--- src/rtl/bms_pkg.sv ---
package bms_pkg;

    // Special-function register addresses.
    localparam logic [7:0] PART_ID_ADDR = 8'hC2;
    localparam logic [7:0] PLL_CTRL_ADDR = 8'hC4;

    // Part identification fields; the family code value is arbitrary.
    localparam logic [3:0] FAMILY_CODE = 4'h9;
    localparam logic [3:0] REVISION_CODE = 4'h1;

    // Control register fields.
    localparam int LOCK_BIT = 6;
    localparam int DIV_MSB = 2;
    localparam logic [2:0] DIV_RESET = 3'h3;

    // PLL ratio to the 32.768 kHz reference.
    localparam logic [9:0] PLL_RATIO = 10'h180;
    localparam logic [9:0] RATIO_TOL = 10'h002;
    localparam logic [2:0] LOCK_PERIODS = 3'h4;

    // Code-space probe length, time and cycle count.
    localparam int PROBE_NS = 200;
    localparam int CLK_NS = 10;
    localparam logic [7:0] PROBE_CYCLES = 8'(PROBE_NS / CLK_NS);

    // Start-up sequence states.
    typedef enum logic [2:0] {
        BMS_STRAP = 3'b000,
        BMS_EA_SAMPLE = 3'b001,
        BMS_EA_PROBE = 3'b010,
        BMS_EA_JUDGE = 3'b011,
        BMS_RUN = 3'b100
    } bms_state_t;

    // Special-function register bus request.
    typedef struct packed {
        logic [7:0] addr;
        logic wr;
        logic rd;
        logic [7:0] wdata;
    } bms_sfr_req_t;

    // Start-up mode summary.
    typedef struct packed {
        logic download;
        logic fetch_external;
        logic emulation;
        logic ready;
    } bms_mode_t;

endpackage

--- src/rtl/bms_lock_mon.sv ---
`timescale 1ns/100ps
// Watches the PLL output against the crystal reference and reports lock.
module bms_lock_mon (
    // Clock and reset.
    input wire logic clk_sys,
    input wire logic resetn,
    // Reference and PLL ticks, one cycle each.
    input wire logic ref_tick,
    input wire logic pll_tick,
    // Lock indication.
    output logic locked
);
    import bms_pkg::*;

    logic [9:0] count;
    logic [2:0] good;
    logic in_range;

    // A period is good when its PLL tick count is within RATIO_TOL of the ratio.
    assign in_range = (count >= PLL_RATIO - RATIO_TOL) &&
                      (count <= PLL_RATIO + RATIO_TOL);

    // Counts PLL ticks in each reference period.
    always_ff @(posedge clk_sys or negedge resetn) begin
        if (!resetn) begin
            count <= '0;
        end else if (ref_tick) begin
            count <= 10'(pll_tick);
        end else if (pll_tick && count != '1) begin
            count <= count + 10'h001;
        end
    end

    // Declares lock after several good periods in a row.
    always_ff @(posedge clk_sys or negedge resetn) begin
        if (!resetn) begin
            good <= '0;
            locked <= 1'b0;
        end else if (ref_tick) begin
            if (!in_range) begin
                good <= '0;
                locked <= 1'b0;
            end else if (good != LOCK_PERIODS) begin
                good <= good + 3'h1;
            end else begin
                locked <= 1'b1;
            end
        end
    end

endmodule // bms_lock_mon

--- src/rtl/bms_top.sv ---
`timescale 1ns/100ps
// What this block does
// Read-only part identification register at address C2; writes ignored.
// Upper nibble of part identification holds this member's family code.
// Core clock from PLL locked at 384 times 32.768 kHz reference.
// Fetch strobe pin is output; sampled as input only at reset release.
// Fetch strobe low at reset release selects serial download mode.
// Fetch strobe not low at reset release selects normal run mode.
// Outside parties must not pull fetch strobe low unless downloading.
// Download image arrives over the on-chip UART from the host.
// Debug mode uses exactly the same strap as serial download.
// Debugger is on-chip and needs no external memory.
// Firmly tied code-space pin picks internal or external program memory.
// Code-space pin pulled high by resistor enables single-pin emulation.
// PLL lock flag readable at bit 6 of the PLL control register.
module bms_top (
    // Clock and reset.
    input wire logic clk_sys,
    input wire logic resetn,
    // Register bus.
    input bms_pkg::bms_sfr_req_t sfr_req,
    output logic [7:0] sfr_rdata,
    // Fetch strobe pin.
    input wire logic program_fetch_strobe_n_in,
    output logic program_fetch_strobe_n_out,
    output logic program_fetch_strobe_n_oe,
    input wire logic core_fetch_strobe_n,
    // Code-space select pin.
    input wire logic code_space_select_n_in,
    output logic code_space_select_n_out,
    output logic code_space_select_n_oe,
    // Single-pin emulation link.
    input wire logic emu_tx_en,
    input wire logic emu_tx_bit,
    output logic emu_rx_bit,
    // Clock sources.
    input wire logic ref_tick,
    input wire logic pll_tick,
    output logic core_clk_en,
    // UART download stream.
    input wire logic uart_rx_valid,
    input wire logic [7:0] uart_rx_byte,
    output logic load_wr,
    output logic [15:0] load_addr,
    output logic [7:0] load_data,
    // Mode summary.
    output bms_pkg::bms_mode_t mode
);
    import bms_pkg::*;

    bms_state_t state;
    logic [7:0] probe_cnt;
    logic ea_level;
    logic probe_low;
    logic take_byte;
    logic locked;
    logic [2:0] core_div;
    logic [7:0] div_cnt;
    logic [7:0] next_div_cnt;

    ////////////////////////////////////////////////////////////////////////
    // Address match shared by the write and read decoders.
    function automatic logic sfr_hit(input logic [7:0] addr,
                                     input logic [7:0] target);
        return addr == target;
    endfunction

    // Builds the PLL control read value: lock flag and divider, rest zero.
    function automatic logic [7:0] pll_ctrl_word(input logic lock,
                                                  input logic [2:0] div);
        logic [7:0] word;
        word = '0;
        word[LOCK_BIT] = lock;
        word[DIV_MSB:0] = div;
        return word;
    endfunction

    ////////////////////////////////////////////////////////////////////////
    // PLL lock monitor.
    bms_lock_mon u_lock (
        .clk_sys(clk_sys),
        .resetn(resetn),
        .ref_tick(ref_tick),
        .pll_tick(pll_tick),
        .locked(locked)
    );

    // Core clock enable is the PLL tick divided by two to the divider.
    // A divider change takes effect at the next count boundary it meets.
    assign next_div_cnt = div_cnt + 8'h01;
    always_ff @(posedge clk_sys or negedge resetn) begin
        if (!resetn) begin
            div_cnt <= '0;
            core_clk_en <= 1'b0;
        end else if (pll_tick) begin
            div_cnt <= next_div_cnt;
            core_clk_en <= (next_div_cnt & ((8'h01 << core_div) - 8'h01))
                           == 8'h00;
        end else begin
            core_clk_en <= 1'b0;
        end
    end

    ////////////////////////////////////////////////////////////////////////
    // Start-up sequence: strap, then code-space level and probe.
    always_ff @(posedge clk_sys or negedge resetn) begin
        if (!resetn) begin
            state <= BMS_STRAP;
            probe_cnt <= '0;
            ea_level <= 1'b1;
            probe_low <= 1'b0;
            mode <= '0;
        end else begin
            case (state)
                BMS_STRAP: begin
                    // Pin read once, first edge after reset release.
                    mode.download <= !program_fetch_strobe_n_in;
                    state <= BMS_EA_SAMPLE;
                end
                BMS_EA_SAMPLE: begin
                    // Pin released here: a high tie and a resistor both read high.
                    ea_level <= code_space_select_n_in;
                    probe_cnt <= PROBE_CYCLES;
                    state <= code_space_select_n_in ? BMS_EA_PROBE
                                                    : BMS_EA_JUDGE;
                end
                BMS_EA_PROBE: begin
                    // Drive low against the pull to tell resistor from tie.
                    probe_cnt <= probe_cnt - 8'h01;
                    // Level seen while driving; the last probe cycle counts.
                    probe_low <= !code_space_select_n_in;
                    if (probe_cnt == 8'h01) begin
                        state <= BMS_EA_JUDGE;
                    end
                end
                BMS_EA_JUDGE: begin
                    // Low level fetches externally; never while debugging.
                    mode.fetch_external <= !ea_level &&
                                           !mode.download;
                    // A pin that gave way to the probe has only a resistor.
                    mode.emulation <= ea_level && probe_low;
                    mode.ready <= 1'b1;
                    state <= BMS_RUN;
                end
                BMS_RUN: begin
                    // The mode holds until the next reset.
                    state <= BMS_RUN;
                end
                default: begin
                    state <= BMS_STRAP;
                end
            endcase
        end
    end

    ////////////////////////////////////////////////////////////////////////
    // Pin drivers: fetch strobe is an output once the strap is taken.
    assign program_fetch_strobe_n_oe = (state != BMS_STRAP);
    // The core owns the strobe level whenever the pin is driven.
    assign program_fetch_strobe_n_out = core_fetch_strobe_n;

    // Code-space pin is driven low only by the probe or emulator.
    assign code_space_select_n_oe = (state == BMS_EA_PROBE) ||
                                    (mode.emulation && emu_tx_en);
    assign code_space_select_n_out = (state == BMS_EA_PROBE) ? 1'b0
                                                             : emu_tx_bit;

    // Emulator receive bit comes from a flip-flop.
    // Outside emulation it idles high, the level of a quiet line.
    always_ff @(posedge clk_sys or negedge resetn) begin
        if (!resetn) begin
            emu_rx_bit <= 1'b1;
        end else begin
            emu_rx_bit <= mode.emulation ? code_space_select_n_in : 1'b1;
        end
    end

    ////////////////////////////////////////////////////////////////////////
    // Download stream: UART bytes go to program memory in order.
    // A byte counts only once the strap chose download and start-up ended.
    assign take_byte = mode.ready && mode.download && uart_rx_valid;

    // Each taken byte is written, then the address steps to the next.
    always_ff @(posedge clk_sys or negedge resetn) begin
        if (!resetn) begin
            load_wr <= 1'b0;
            load_addr <= '0;
            load_data <= '0;
        end else begin
            load_wr <= take_byte;
            if (take_byte) begin
                load_data <= uart_rx_byte;
            end
            if (load_wr) begin
                load_addr <= load_addr + 16'h0001;
            end
        end
    end

    ////////////////////////////////////////////////////////////////////////
    // Register writes: only the divider field is writable.
    always_ff @(posedge clk_sys or negedge resetn) begin
        if (!resetn) begin
            core_div <= DIV_RESET;
        end else if (sfr_req.wr && sfr_hit(sfr_req.addr, PLL_CTRL_ADDR)) begin
            core_div <= sfr_req.wdata[DIV_MSB:0];
        end
    end

    ////////////////////////////////////////////////////////////////////////
    // Register reads; identification ignores writes entirely.
    always_ff @(posedge clk_sys or negedge resetn) begin
        if (!resetn) begin
            sfr_rdata <= '0;
        end else if (sfr_req.rd) begin
            if (sfr_hit(sfr_req.addr, PART_ID_ADDR)) begin
                sfr_rdata <= {FAMILY_CODE, REVISION_CODE};
            end else if (sfr_hit(sfr_req.addr, PLL_CTRL_ADDR)) begin
                sfr_rdata <= pll_ctrl_word(locked, core_div);
            end else begin
                sfr_rdata <= '0;
            end
        end
    end

endmodule // bms_top

--- config.mk ---
export PLATFORM = sky130hd
export DESIGN_NAME = bms_top
export DESIGN_NICKNAME = d
export VERILOG_FILES = /design/src/rtl/bms_pkg.sv /design/src/rtl/bms_lock_mon.sv /design/src/rtl/bms_top.sv
export SDC_FILE = /design/constraint.sdc
export NUM_CORES = 1
export LEC_CHECK = 0
export BUFFER_PORTS_ARGS = -buffer_cell sky130_fd_sc_hd__buf_2
export CORE_ASPECT_RATIO = 1.5
export CORE_MARGIN = 2
export CORE_UTILIZATION = 54
export DETAILED_ROUTE_END_ITERATION = 10
export GPL_TIMING_DRIVEN = 0
export PLACE_DENSITY_LB_ADDON = 0.12
export SETUP_SLACK_MARGIN = 0.5
export SYNTH_ARGS = -nofsm -noshare
export SYNTH_HDL_FRONTEND = slang
export SYNTH_SLANG_ARGS = --single-unit
--- constraint.sdc ---
create_clock -name clk_sys -period 2.6 [get_ports clk_sys]
set_clock_uncertainty 0.2 [all_clocks]
set_input_delay 0 -clock clk_sys [delete_from_list [all_inputs] [get_ports clk_sys]]
set_output_delay 0 -clock clk_sys [all_outputs]
set_load 0.02 [all_outputs]
=== Word-level counts from Yosys, hierarchy flattened ===
Index checks and enable logic that the tools add are counted.

* Bitwise logic cells: 1
* Reduce and logical (&&, ||, !) cells: 21
* Muxes and demuxes: 15
* Eq/ne operators: 12
* $add $sub $neg: 6
* Order comparisons: 2
* Shift-type cells: 1

{| class="wikitable"
|+ Operators with widths
! operator !! number
|-
| 2-to-1 mux 10 bit || 2
|-
| adder 16 x 1 -> 16 bit, second input constant || 1
|-
| == test 8 bit, second input constant || 2
|-
| one-hot mux 8 bit (2 select lines) || 1
|-
| subtractor 8 x 1 -> 8 bit, second input constant || 2
|-
| one-hot mux 3 bit (4 select lines) || 1
|-
| adder 10 x 1 -> 10 bit, second input constant || 1
|-
| greater-or-equal comparator 10 x 9 -> 1 bit, second input constant || 1
|-
| <= comparator 10 x 9 -> 1 bit, second input constant || 1
|-
| != test 10 bit, second input constant || 1
|-
| 2-to-1 mux 3 bit || 3
|-
| adder 8 x 1 -> 8 bit, second input constant || 1
|-
| AND 8 bit || 1
|-
| == test 8 x 1 -> 1 bit, second input constant || 1
|-
| logical AND 1 bit || 8
|-
| zero test 8 bit || 1
|-
| 2-to-1 mux 8 bit || 1
|-
| left shift 1 x 3 -> 8 bit, first input constant || 1
|-
| 2-to-1 mux 7 bit || 1
|-
| == test 3 x 2 -> 1 bit, second input constant || 2
|-
| 2-to-1 mux 1 bit || 6
|-
| != test 2 bit, second input constant || 3
|-
| zero test 1 bit || 4
|-
| AND reduction 2 bit || 2
|-
| other kinds (9) || 10
|}

* Output and inout port bits: 43
* Logic and storage cells: 77
* Bits in registers: 77

=== Depth between registers and ports, before layout ===
Gate-level depths: netlist of run 1.

* Depth after elaboration: 5
* Gate-level depth with buffers: 7
* Mapped depth without buffers: 7

=== By module ===
From an unflattened synthesis of run 1, not the netlist that was laid out.

* Cells, all modules: 344
* Area total of the unflattened synthesis: 3631.0 um^2

{| class="wikitable"
|+ Modules (own cells, without submodules)
! module !! times used !! seq. area each (um^2) !! area each (um^2) !! cells each
|-
| bms_top || 1 || 1481.4 || 2721.4 || 252
|-
| bms_lock_mon || 1 || 350.3 || 909.6 || 92
|}

=== Least setup slack after synthesis of run 1 ===
No wires, ideal clock.

* Path type: register to register
* Start: register probe_cnt[2]
* End: register probe_cnt[6]
* Setup time: 0.132 ns
* Slack: 0.772 ns
* Data arrival time: 1.497 ns
* Path buffers: 0
* Cell stages (with the launch flop): 6
* Cells stage by stage: dfrtp_1 > or2_1 > or4b_4 > o21a_1 > o21ai_2 > o21ai_1

* Word-level cells in the longest chain between the ends: 2

{| class="wikitable"
|+ RTL lines
! what !! RTL line !! source
|-
| start, declared || bms_top.sv:52 || <nowiki>logic [7:0] probe_cnt;</nowiki>
|-
| start signal, assigned || bms_top.sv:129 || <nowiki>probe_cnt <= probe_cnt - 8'h01;</nowiki>
|-
| subtractor 8 x 1 -> 8 bit || bms_top.sv:129 ||
|-
| one-hot mux 8 bit (2 select lines) || bms_top.sv:114 || <nowiki>case (state)</nowiki>
|}

Every way passes these cells.
A chain may end at the register's enable or synchronous reset.

=== Worst setup path in the final report of run 1 ===
* Start: input port sfr_req[12] in the netlist's numbering
* End: register sfr_rdata[4]

* Word-level cells in the longest chain between the ends: 2

{| class="wikitable"
|+ RTL lines
! what !! RTL line !! source
|-
| start, declared || bms_top.sv:21 || <nowiki>input bms_pkg::bms_sfr_req_t sfr_req,</nowiki>
|-
| == test 8 bit || bms_top.sv:65 || <nowiki>return addr == target;</nowiki>
|-
| 2-to-1 mux 8 bit || bms_top.sv:216 || <nowiki>if (sfr_hit(sfr_req.addr, PART_ID_ADDR)) begin</nowiki>
|-
| end signal, assigned || bms_top.sv:217 || <nowiki>sfr_rdata <= {FAMILY_CODE, REVISION_CODE};</nowiki>
|-
| end signal, assigned || bms_top.sv:219 || <nowiki>sfr_rdata <= pll_ctrl_word(locked, core_div);</nowiki>
|-
| end, declared || bms_top.sv:22 || <nowiki>output logic [7:0] sfr_rdata,</nowiki>
|}

Every way passes these cells.

==> results.toml, run 1 <==
[place]
place_inst = 495
place_hpwl_mm = 5.42
gp_congestion = 0.858
port_buffers = 68
pre_cts_slack_ps = 612
postPlaceCellArea_um2 = 4020

[pwr]
power.total_mw = 3.84
power_frac_seq_pct = 43.3
p_leak_nw = 2.09
ir_worst_vdd_mv = 0.624
clockPowerShare_pct = 20.2
p_comb_share_pct = 36.4
internal_power_mw = 2.38
power_density_nw_per_um2 = 850
p_switching_mw = 1.47
switching_share_pct = 38.2

[sta]
finalSetupViolCount = 0
fmax_mhz = 486
hold_viol = 0
fin_ws_ps = 543
fin_tns_setup_ps = 0
rsz0062_at_grt = "yes"
maxSlewViolCount = 0
period_minus_slack_ps = 2060
post-route-period-util_pct = 79.1

[yosys]
yosys_warnings = 0
synth_top_area_share_pct = 48.7
synth_edf_count = 0
synth_top_area_cell = "dfrtp_1"
avgSynthCellArea_um2 = 10.2
synthCells = 349
yosys-top-cells-count = "dfrtp_1, nand2_1, nor2_1"
syn_area_um2 = 3550
synth_flop_cell = "dfrtp_1"
ys_ff_latch = 73
yosysMostFrequentCell = "dfrtp_1"
synthArstFlopShare_pct = 100
ys_top_cells_by_area = "dfrtp_1, xnor2_1, mux2_2"
synth_seq_area_share_pct = 51.7
ys_types = 54

[die]
rows = 36
dieArea_um2 = 7240
io_pins = 79
die_height_um = 103
die_w_um = 70.2
coreArea_um2 = 6440
start_util_pct = 55.1

[worst_setup_path]
crit_path_end = "sfr_rdata[4]"
required_ps = 2670
startpoint_type = "input port"
end_kind = "register"
critPathMaxFanout = 2
crit-reg2reg-launch = "probe_cnt[0]"
arrival_ps = 2130
r2r-end = "probe_cnt[6]"
r2r_slack_ps = 640
r2r_cells = 6
cp-startpoint = "sfr_req[12]"
worst-setup-path-type = "in2reg"

[run]
cap_viol_max_count = 0

[cts]
cts_num_sinks = 73
path_clk_slew_ps = 70
cts_tree = "done"
cts_root_buf = "clkbuf_8"
cts-htree-levels = 3
clock_latency_ps = 360
cts_buffers = 9
cts_max_path_buffers = 2

[grt]
overflow = 0
grt_pass1_wl_mm = 13.4
gr-usage-all-layers_pct = 23.8
grt_pass1_vias = 2870
grt_max_degree = 63
grt_antenna_before_repair = 0

[detailed_routing]
vias = 2927
wl_mm = 8.02
drtAntennaViolNets = 0
drt_iter0_markers = 193
via_per_inst = 5.38
first_pass_iters = 4
drc = 0
wl_per_cell_um = 14.7

[layout]
fillers = 479
num-nets-final = 507
instances_no_fill = 544
n_antenna_cell = 0
drive_gt1_share_pct = 25.9
area_delta_synth_final_pct = 27.4
seq_area_um2 = 1830
finish.instance_area_um2 = 4520
multiInputGateArea_um2 = 1580

[outcome]
status = "completed"

[min_path]
hold_path.class = "in2reg"
## cell type report
| class | instances | share of cell area [%] |
|---|---|---|
| multi-input cells | 245 | 35.1 |
| well taps | 76 | 2.11 |
| clock inverters | 3 | 0.388 |
| inverters | 17 | 1.50 |
| repair buffers | 102 | 15.4 |
| flip-flops and latches | 73 | 40.6 |
| clock buffers | 13 | 3.30 |
| plain buffers | 15 | 1.69 |
## timing repair
action / CTS / global route
endpoints found under the hold margin: 110 / 0
endpoints found under the setup margin: 0 / 6
setup buffers: 0 / 2
gates resized for setup: 0 / 4
hold buffers: 31 / 0
## worst min-delay path by stage
stage / start / endpoint / slack [ps] / cells past startpoint
5_1_grt: core_fetch_strobe_n / program_fetch_strobe_n_out / 30 / 2
6_report: sfr_req[16] / sfr_rdata[6] / 20 / 5
4_1_cts: sfr_req[16] / sfr_rdata[6] / 4 / 5
3_5_place_dp: resetn / core_div[2] / -340 / 1
2_1_floorplan: resetn / core_clk_en / -500 / 0
3_3_place_gp: program_fetch_strobe_n_in / mode[3] / -0.2 / 2
## routing by layer
metal	GRT usage, %	up-vias	wire [um]
li1	-	1441	-
met3	4.75	17	253
met1	27.9	1406	3230
met4	10.9	0	168
met2	42.4	63	4370
met5	0	-	0
## power groups by stage
| stage | registers, mW | logic, mW | clock network [mW] |
|---|---|---|---|
| final | 1.66 | 1.40 | 0.777 |
| after global routing | 1.70 | 1.58 | 0.843 |
| after CTS | 1.65 | 1.38 | 0.794 |
| after detailed placement | 1.68 | 1.34 | 0 |
| after global placement | 1.66 | 1.30 | 0 |
| after floorplan | 1.78 | 0.800 | 0 |
## registers in the layout, indices dropped and copies added (netlist names), 3 cells and up
signal and cells:
core_div 3, div_cnt 7, load_addr 16, load_data 8
mode 4, probe_cnt 8, sfr_rdata 5, state 3
u_lock.count 10, u_lock.good 3
## through the flow
stage	hold WS, ps	utilization [%]
floorplan	-496	-
global placement	-0.229	61.9
detailed placement	-342	62.3
CTS	3.84	69.7
global route	26.5	70.1
finish	18.1	70.1
## cells by family (layout without fill, tap and decap cells)
logic type	count (synthesis)	in the layout	synth area share [%]
and+or+nand+nor	126	126	17.8
xor gates and xnor gates	30	30	7.41
adders and majority gates	8	8	2.82
AOI/OAI and AO/OA	62	62	10.9
muxes	17	17	5.36
other	1	2	0.106
buffers and inverters	32	150	3.95
DFF	73	73	51.7
## critical path, cell delays in order
cell           delay, ps
dlygate4sd3_1        540
buf_2                130
nor2b_1              160
dlygate4sd3_1        580
nand2_1               50
dlygate4sd3_1        570
o22ai_1              100
## cells in the final DEF, fill, tap and decap left out, drive strengths merged, types with 5 or more instances in the layout
cell type and count:
inv 16, a21oi 15, nand2b 5, nor2 30, dfrtp 69, nand3 14
clkbuf 20, buf 79, nand2 34, xor2 9, o21ai 21, ha 8
dlygate4sd3 31, nand4 9, nor3 6, xnor2 21, mux2 16, and4 5
Note: power is estimated with default switching activity, not from simulation.
==> run 2, diff against run 1 <==
Clock period 2.6 ns to 2 ns, I/O delays scaled along.
==> run 2 against run 1 <==
Net effect: the run now ends with negative hold slack left; clock power up 39%; worst setup slack worse by 370 ps; sequential power is 33% higher; critical endpoint is now probe_cnt[6].
==> results.toml, run 2 (synthesis gave the netlist of run 1 again) <==
[sta]
fmax_mhz = 548
finalSetupViolCount = 0
whs_ps = -21.6
fin_tns_setup_ps = 0
rsz0062_at_grt = "yes"
post-route-period-util_pct = 91.3
max_slew_margin_pct = 64.5
hold_viol = 3
period_minus_slack_ps = 1830
worst_pin_slew_ps = 533
maxSlewViolCount = 0

[pwr]
switching_share_pct = 37.4
p_comb_share_pct = 45.0
p_leak_nw = 2.39
power_density_nw_per_um2 = 1120
ir_worst_vdd_mv = 0.992
clockPowerShare_pct = 18.1
p_switching_mw = 2.24
power_frac_seq_pct = 36.9
internal_power_mw = 3.74

[worst_setup_path]
required_ps = 2040
cp_top_family = "simple AND/OR/NAND/NOR gates"
arrival_ps = 1870
startpoint_type = "register"
cp_cell_sequence = "or2_1, or4b_4, o21a_1, o21ai_2, o21ai_1"
path_depth = 5
worst-setup-path-type = "reg2reg"
critPathMaxFanout = 2
r2r_cells = 5
cpMaxStageDelayCell = "or4b_4"
worstPathBufferInverterCount = 0
critPathMaxStageDelay_ps = 520
end_kind = "register"

[cts]
path_clk_slew_ps = 70
cts_num_sinks = 73
cts_root_buf = "clkbuf_8"
clock_latency_ps = 360
cts_tree = "done"
cts-htree-levels = 3
cts_max_path_buffers = 2
cts_buffers = 9

[grt]
gr-usage-all-layers_pct = 25.4
grt_pass1_vias = 3131
busiest_layer = "met2"
grt_antenna_before_repair = 0
met2_usage_pct = 46.6
overflow = 0
grt_pass1_wl_mm = 14.4
grtUsageMet3_pct = 6.20
grt_max_degree = 52
gr-usage-met1_pct = 27.8

[place]
place_inst = 495
postPlaceCellArea_um2 = 4090
gp_congestion = 0.884
port_buffers = 68
place_hpwl_mm = 5.37

[detailed_routing]
drt_iter0_markers = 234
wl_per_cell_um = 16.3
via_per_inst = 5.50
wl_mm = 9.58
first_pass_iters = 4
drtAntennaViolNets = 0
drc = 0
vias = 3228

[outcome]
violations = "negative hold slack"
status = "complete, but fails checks"

[layout]
final_common_cell = "buf_2"
fillers = 353
largest_reg_flops = 16
num-nets-final = 551
final_cell_mix = "buf_2, buf_4, dfrtp_1"
instances_no_fill = 587
reg.largest.list = "load_addr x16, u_lock.count x10"
drive_gt1_share_pct = 47.9
n_antenna_cell = 0
top_register = "load_addr"
finish.instance_area_um2 = 5330
area_delta_synth_final_pct = 50.4

[die]
die_height_um = 103
start_util_pct = 55.1
io_pins = 79
dieArea_um2 = 7240
die_w_um = 70.2
coreArea_um2 = 6440
rows = 36

[min_path]
hold_path_depth = 6
hold_path.class = "in2reg"

[run]
cap_viol_max_count = 0
[run 2: changes by cell type in the layout (fill, tap and decap cells not counted), moves of 5 or more]
cell,delta
buf_4,+44
buf_6,+9
dfrtp_1,-18
dfrtp_2,+18
dlygate4sd3_1,-5
ha_1,-5
ha_4,+5
nand2_1,-5
nand3_1,-6
nor2_1,-8
nor2_4,+5
[run 2: timing repair]
item                                    CTS  global route
endpoints found under the setup margin   37            57
setup buffers                            27            24
pin swaps                                24            21
resized for setup                        65            44
hold buffers                             25             1
endpoints found under the hold margin   108             1
cloned                                    0             0
[run 2: worst reg2reg max path, cell delays in order (launching register included)]
cell     delay, ps
dfrtp_1        380
or2_1          260
or4b_4         520
o21a_1         200
o21ai_2        100
o21ai_1         70
[run 2: stage by stage]
| stage | power (mW) | hold slack [ps] | worst slack (ps) | util [%] |
|---|---|---|---|---|
| 2_1_floorplan | 3.43 | -496 | 190 | - |
| 3_5_place_dp | 4.00 | -270 | 71.6 | 63.6 |
| 5_1_grt | 6.30 | 15.1 | 129 | 82.8 |
| 3_3_place_gp | 3.93 | -5.52 | 105 | 63.1 |
| 4_1_cts | 5.55 | -155 | 190 | 77.3 |
| 6_report | 5.98 | -21.6 | 174 | 82.8 |
[run 2: routing by layer]
| layer | up-vias | wire length, um | part of all wire [%] |
|---|---|---|---|
| met2 | 90 | 5340 | 56 |
| met3 | 21 | 364 | 3.8 |
| met4 | 0 | 244 | 2.5 |
| met1 | 1590 | 3630 | 38 |
| met5 | - | 0 | 0 |
| li1 | 1527 | - | - |
[run 2: final timing paths]
check / from / end / slack [ps]
worst min register to register: load_addr[9] / load_addr[9] / 290
max in group asynchronous: resetn / ea_level / 640
worst max register to register: probe_cnt[2] / probe_cnt[6] / 170
min in group asynchronous: resetn / div_cnt[3] / 390
worst max-delay path: probe_cnt[2] / probe_cnt[6] / 170
worst min-delay path: sfr_req[10] / sfr_rdata[2] / -20
[run 2: area by class of cell]
cell class                 instances  area [um2]  area share (%)
clock inverter                     2        12.5           0.235
sequential                        73        1850            34.8
timing repair buffer             146        1060            19.8
buffer                            15         130            2.44
inverter                          17        71.3            1.34
multi-input combinational        245        1940            36.5
clock buffer                      13         169            3.17
tap                               76        95.1            1.78
[run 2: power by group through the flow]
stage,sequential (mW),combinational (mW),clock [mW]
floorplan,2.34,1.09,0
global placement,2.19,1.74,0
detailed placement,2.20,1.79,0
CTS,2.17,2.29,1.09
global route,2.24,2.90,1.16
finish,2.21,2.69,1.08
==> run 3, diff against run 2 <==
Settings changed: ABC_AREA set to 1, CORE_UTILIZATION 54 to 55, MAX_ROUTING_LAYER set to met4.
==> run 3 against run 2 <==
Net effect: the run still ends with negative hold slack left; combinational power shrank 7.8%; first-iteration DRC count shrank 18%; total power shrank 1.1%; critical path type unchanged; critical endpoint is now load_addr[12]; highest routed layer unchanged.
==> results.toml, run 3 <==
[pwr]
switching_share_pct = 40.2
clockPowerShare_pct = 19.5
p_leak_nw = 2.73
p_switching_mw = 2.37
internal_power_mw = 3.54
power_frac_seq_pct = 38.6
ir_worst_vdd_mv = 1.07
power_density_nw_per_um2 = 1080
p_comb_share_pct = 41.9

[place]
port_buffers = 69
place_hpwl_mm = 5.69
gp_congestion = 0.863
pre_cts_slack_ps = 358
postPlaceCellArea_um2 = 4250

[detailed_routing]
drt_iter0_markers = 192
drc = 0
wl_mm = 10.8
vias = 3747
drtAntennaViolNets = 0
wl_per_cell_um = 15.7
first_pass_iters = 4
via_per_inst = 5.43

[cts]
cts_max_path_buffers = 2
cts_buffers = 9
cts-htree-levels = 3
clock_latency_ps = 360
path_clk_slew_ps = 80
cts_root_buf = "clkbuf_8"
cts_num_sinks = 73
cts_tree = "done"

[yosys]
synth_top_area_share_pct = 46.2
ys_top_cells_by_area = "dfrtp_1, nand2_1, nand3_1"
avgSynthCellArea_um2 = 8.30
ys_types = 35
synthCells = 451
ys_ff_latch = 73
syn_area_um2 = 3740
synthArstFlopShare_pct = 100
synth_flop_cell = "dfrtp_1"
yosys-top-cells-count = "nand2_1, dfrtp_1, inv_1"
synth_top_area_cell = "dfrtp_1"
synth_seq_area_share_pct = 49.0
synth_edf_count = 0
yosysMostFrequentCell = "nand2_1"
yosys_warnings = 0

[worst_setup_path]
worstPathBufferInverterCount = 0
crit-reg2reg-launch = "load_addr[1]"
r2r_slack_ps = 350
worst-setup-path-type = "reg2reg"
critPathMaxStageDelay_ps = 440
startpoint_type = "register"
critPathMaxFanout = 3
r2r_cells = 6
required_ps = 2050
end_kind = "register"
r2r-end = "load_addr[12]"
cp_top_family = "simple AND/OR/NAND/NOR gates"
cpMaxStageDelayCell = "dfrtp_2"
cp_cell_sequence = "ha_4, nand4_4, nor3_4, nand3_2, o21ai_2, nand2_1"
arrival_ps = 1700

[sta]
maxSlewViolCount = 0
finalSetupViolCount = 0
period_minus_slack_ps = 1650
whs_ps = -9.31
hold_viol = 8
rsz0062_at_grt = "yes"
fin_ws_ps = 347
post-route-period-util_pct = 82.6
fmax_mhz = 605
fin_tns_setup_ps = 0

[grt]
overflow = 0
grt_pass1_vias = 3493
grt_max_degree = 73
grt_pass1_wl_mm = 15.3
grt_antenna_before_repair = 0
gr-usage-all-layers_pct = 26.1

[outcome]
status = "complete, but fails checks"
violations = "negative hold slack"

[layout]
num-nets-final = 653
fillers = 361
top_register = "load_addr"
largest_reg_flops = 16
area_delta_synth_final_pct = 46.8
finish.instance_area_um2 = 5490
n_antenna_cell = 0
final_common_cell = "nand2_1"
drive_gt1_share_pct = 39.6
final_cell_mix = "nand2_1, buf_2, dfrtp_1"
reg.largest.list = "load_addr x16, u_lock.count x10"

[die]
die_height_um = 105
die_w_um = 71.3
io_pins = 79
coreArea_um2 = 6530
start_util_pct = 57.3
rows = 36
dieArea_um2 = 7490

[min_path]
hold_path.class = "in2async"

[run]
cap_viol_max_count = 0
## run 3: cell types whose count changed after synthesis, moves of 5 or more
cell / change
inv_1: +34
a21oi_1: -5
and4_1: -5
nand3_1: +34
xnor2_1: -14
nand2b_1: -5
nand2_1: +96
mux2_2: -15
## run 3: area by class of cell
cell class / instances / area [um2] / share of cell area [%]
clock buffers: 13 / 149 / 2.71
repair inverters: 1 / 8.76 / 0.159
multi-input cells: 319 / 2030 / 36.9
repair buffers: 145 / 1040 / 19.0
inverters: 52 / 209 / 3.80
clock inverters: 3 / 40.0 / 0.729
plain buffers: 8 / 65.1 / 1.18
flip-flops and latches: 73 / 1850 / 33.7
well taps: 76 / 95.1 / 1.73
## run 3: logic make-up after synthesis
logic type,after synthesis,synth area share (%)
buffers and inverters,60,6.92
xor gates and xnor gates,20,4.68
DFF,73,49.0
AOI/OAI and AO/OA,43,6.42
and+or+nand+nor,245,29.9
muxes,1,0.301
adders and majority gates,8,2.68
other,1,0.100
## run 3: per-stage QoR
| step | util (%) | std cells | hold WS (ps) | power, mW |
|---|---|---|---|---|
| final | 84.1 | 690 | -9.31 | 5.91 |
| after global routing | 84.1 | 690 | 29.5 | 6.20 |
| after CTS | 77.3 | 667 | 13.7 | 5.20 |
| after detailed placement | 65.1 | 598 | -230 | 3.74 |
| after global placement | 64.6 | 597 | -5.48 | 3.67 |
| after floorplan | - | 452 | -496 | 3.21 |
## run 3: layer usage
layer	global-route usage (%)	vias to the layer above	share of wire, %
li1	-	1771	-
met1	29.5	1827	37
met2	45.0	117	56
met3	4.92	32	4.1
met4	10.1	0	3.0
met5	-	-	0
## run 3: worst max-delay path by stage
| stage | from | endpoint | cells past startpoint |
|---|---|---|---|
| after floorplan | load_addr[0] | load_addr[12] | 6 |
| after global placement | resetn | load_addr[1] | 1 |
| after detailed placement | u_lock.count[0] | u_lock.good[1] | 10 |
| after CTS | u_lock.count[0] | u_lock.good[1] | 10 |
| after global routing | load_addr[1] | load_addr[12] | 6 |
| final | load_addr[1] | load_addr[12] | 6 |
## run 3: worst reg2reg max path, delay by kind of cell (launching register included)
family,cells,cell delay [ps]
AND/OR/NAND/NOR,4,570
flip-flops,1,440
adder cells (fa/ha/maj),1,180
AO/OA/AOI/OAI,1,150
## run 3: power groups by stage
| stage | registers, mW | clock network [mW] | logic [mW] |
|---|---|---|---|
| 6_report | 2.28 | 1.15 | 2.48 |
| 5_1_grt | 2.31 | 1.22 | 2.67 |
| 4_1_cts | 2.19 | 1.16 | 1.86 |
| 3_5_place_dp | 2.20 | 0 | 1.55 |
| 3_3_place_gp | 2.18 | 0 | 1.48 |
| 2_1_floorplan | 2.34 | 0 | 0.870 |
## run 3: repair_timing
action / in CTS / in global routing
setup endpoints to repair: 28 / 37
pin swaps: 20 / 21
buffers inserted: 23 / 23
cloned: 1 / 0
hold buffers: 29 / 0
hold endpoints to repair: 113 / 0
gates resized for setup: 44 / 74
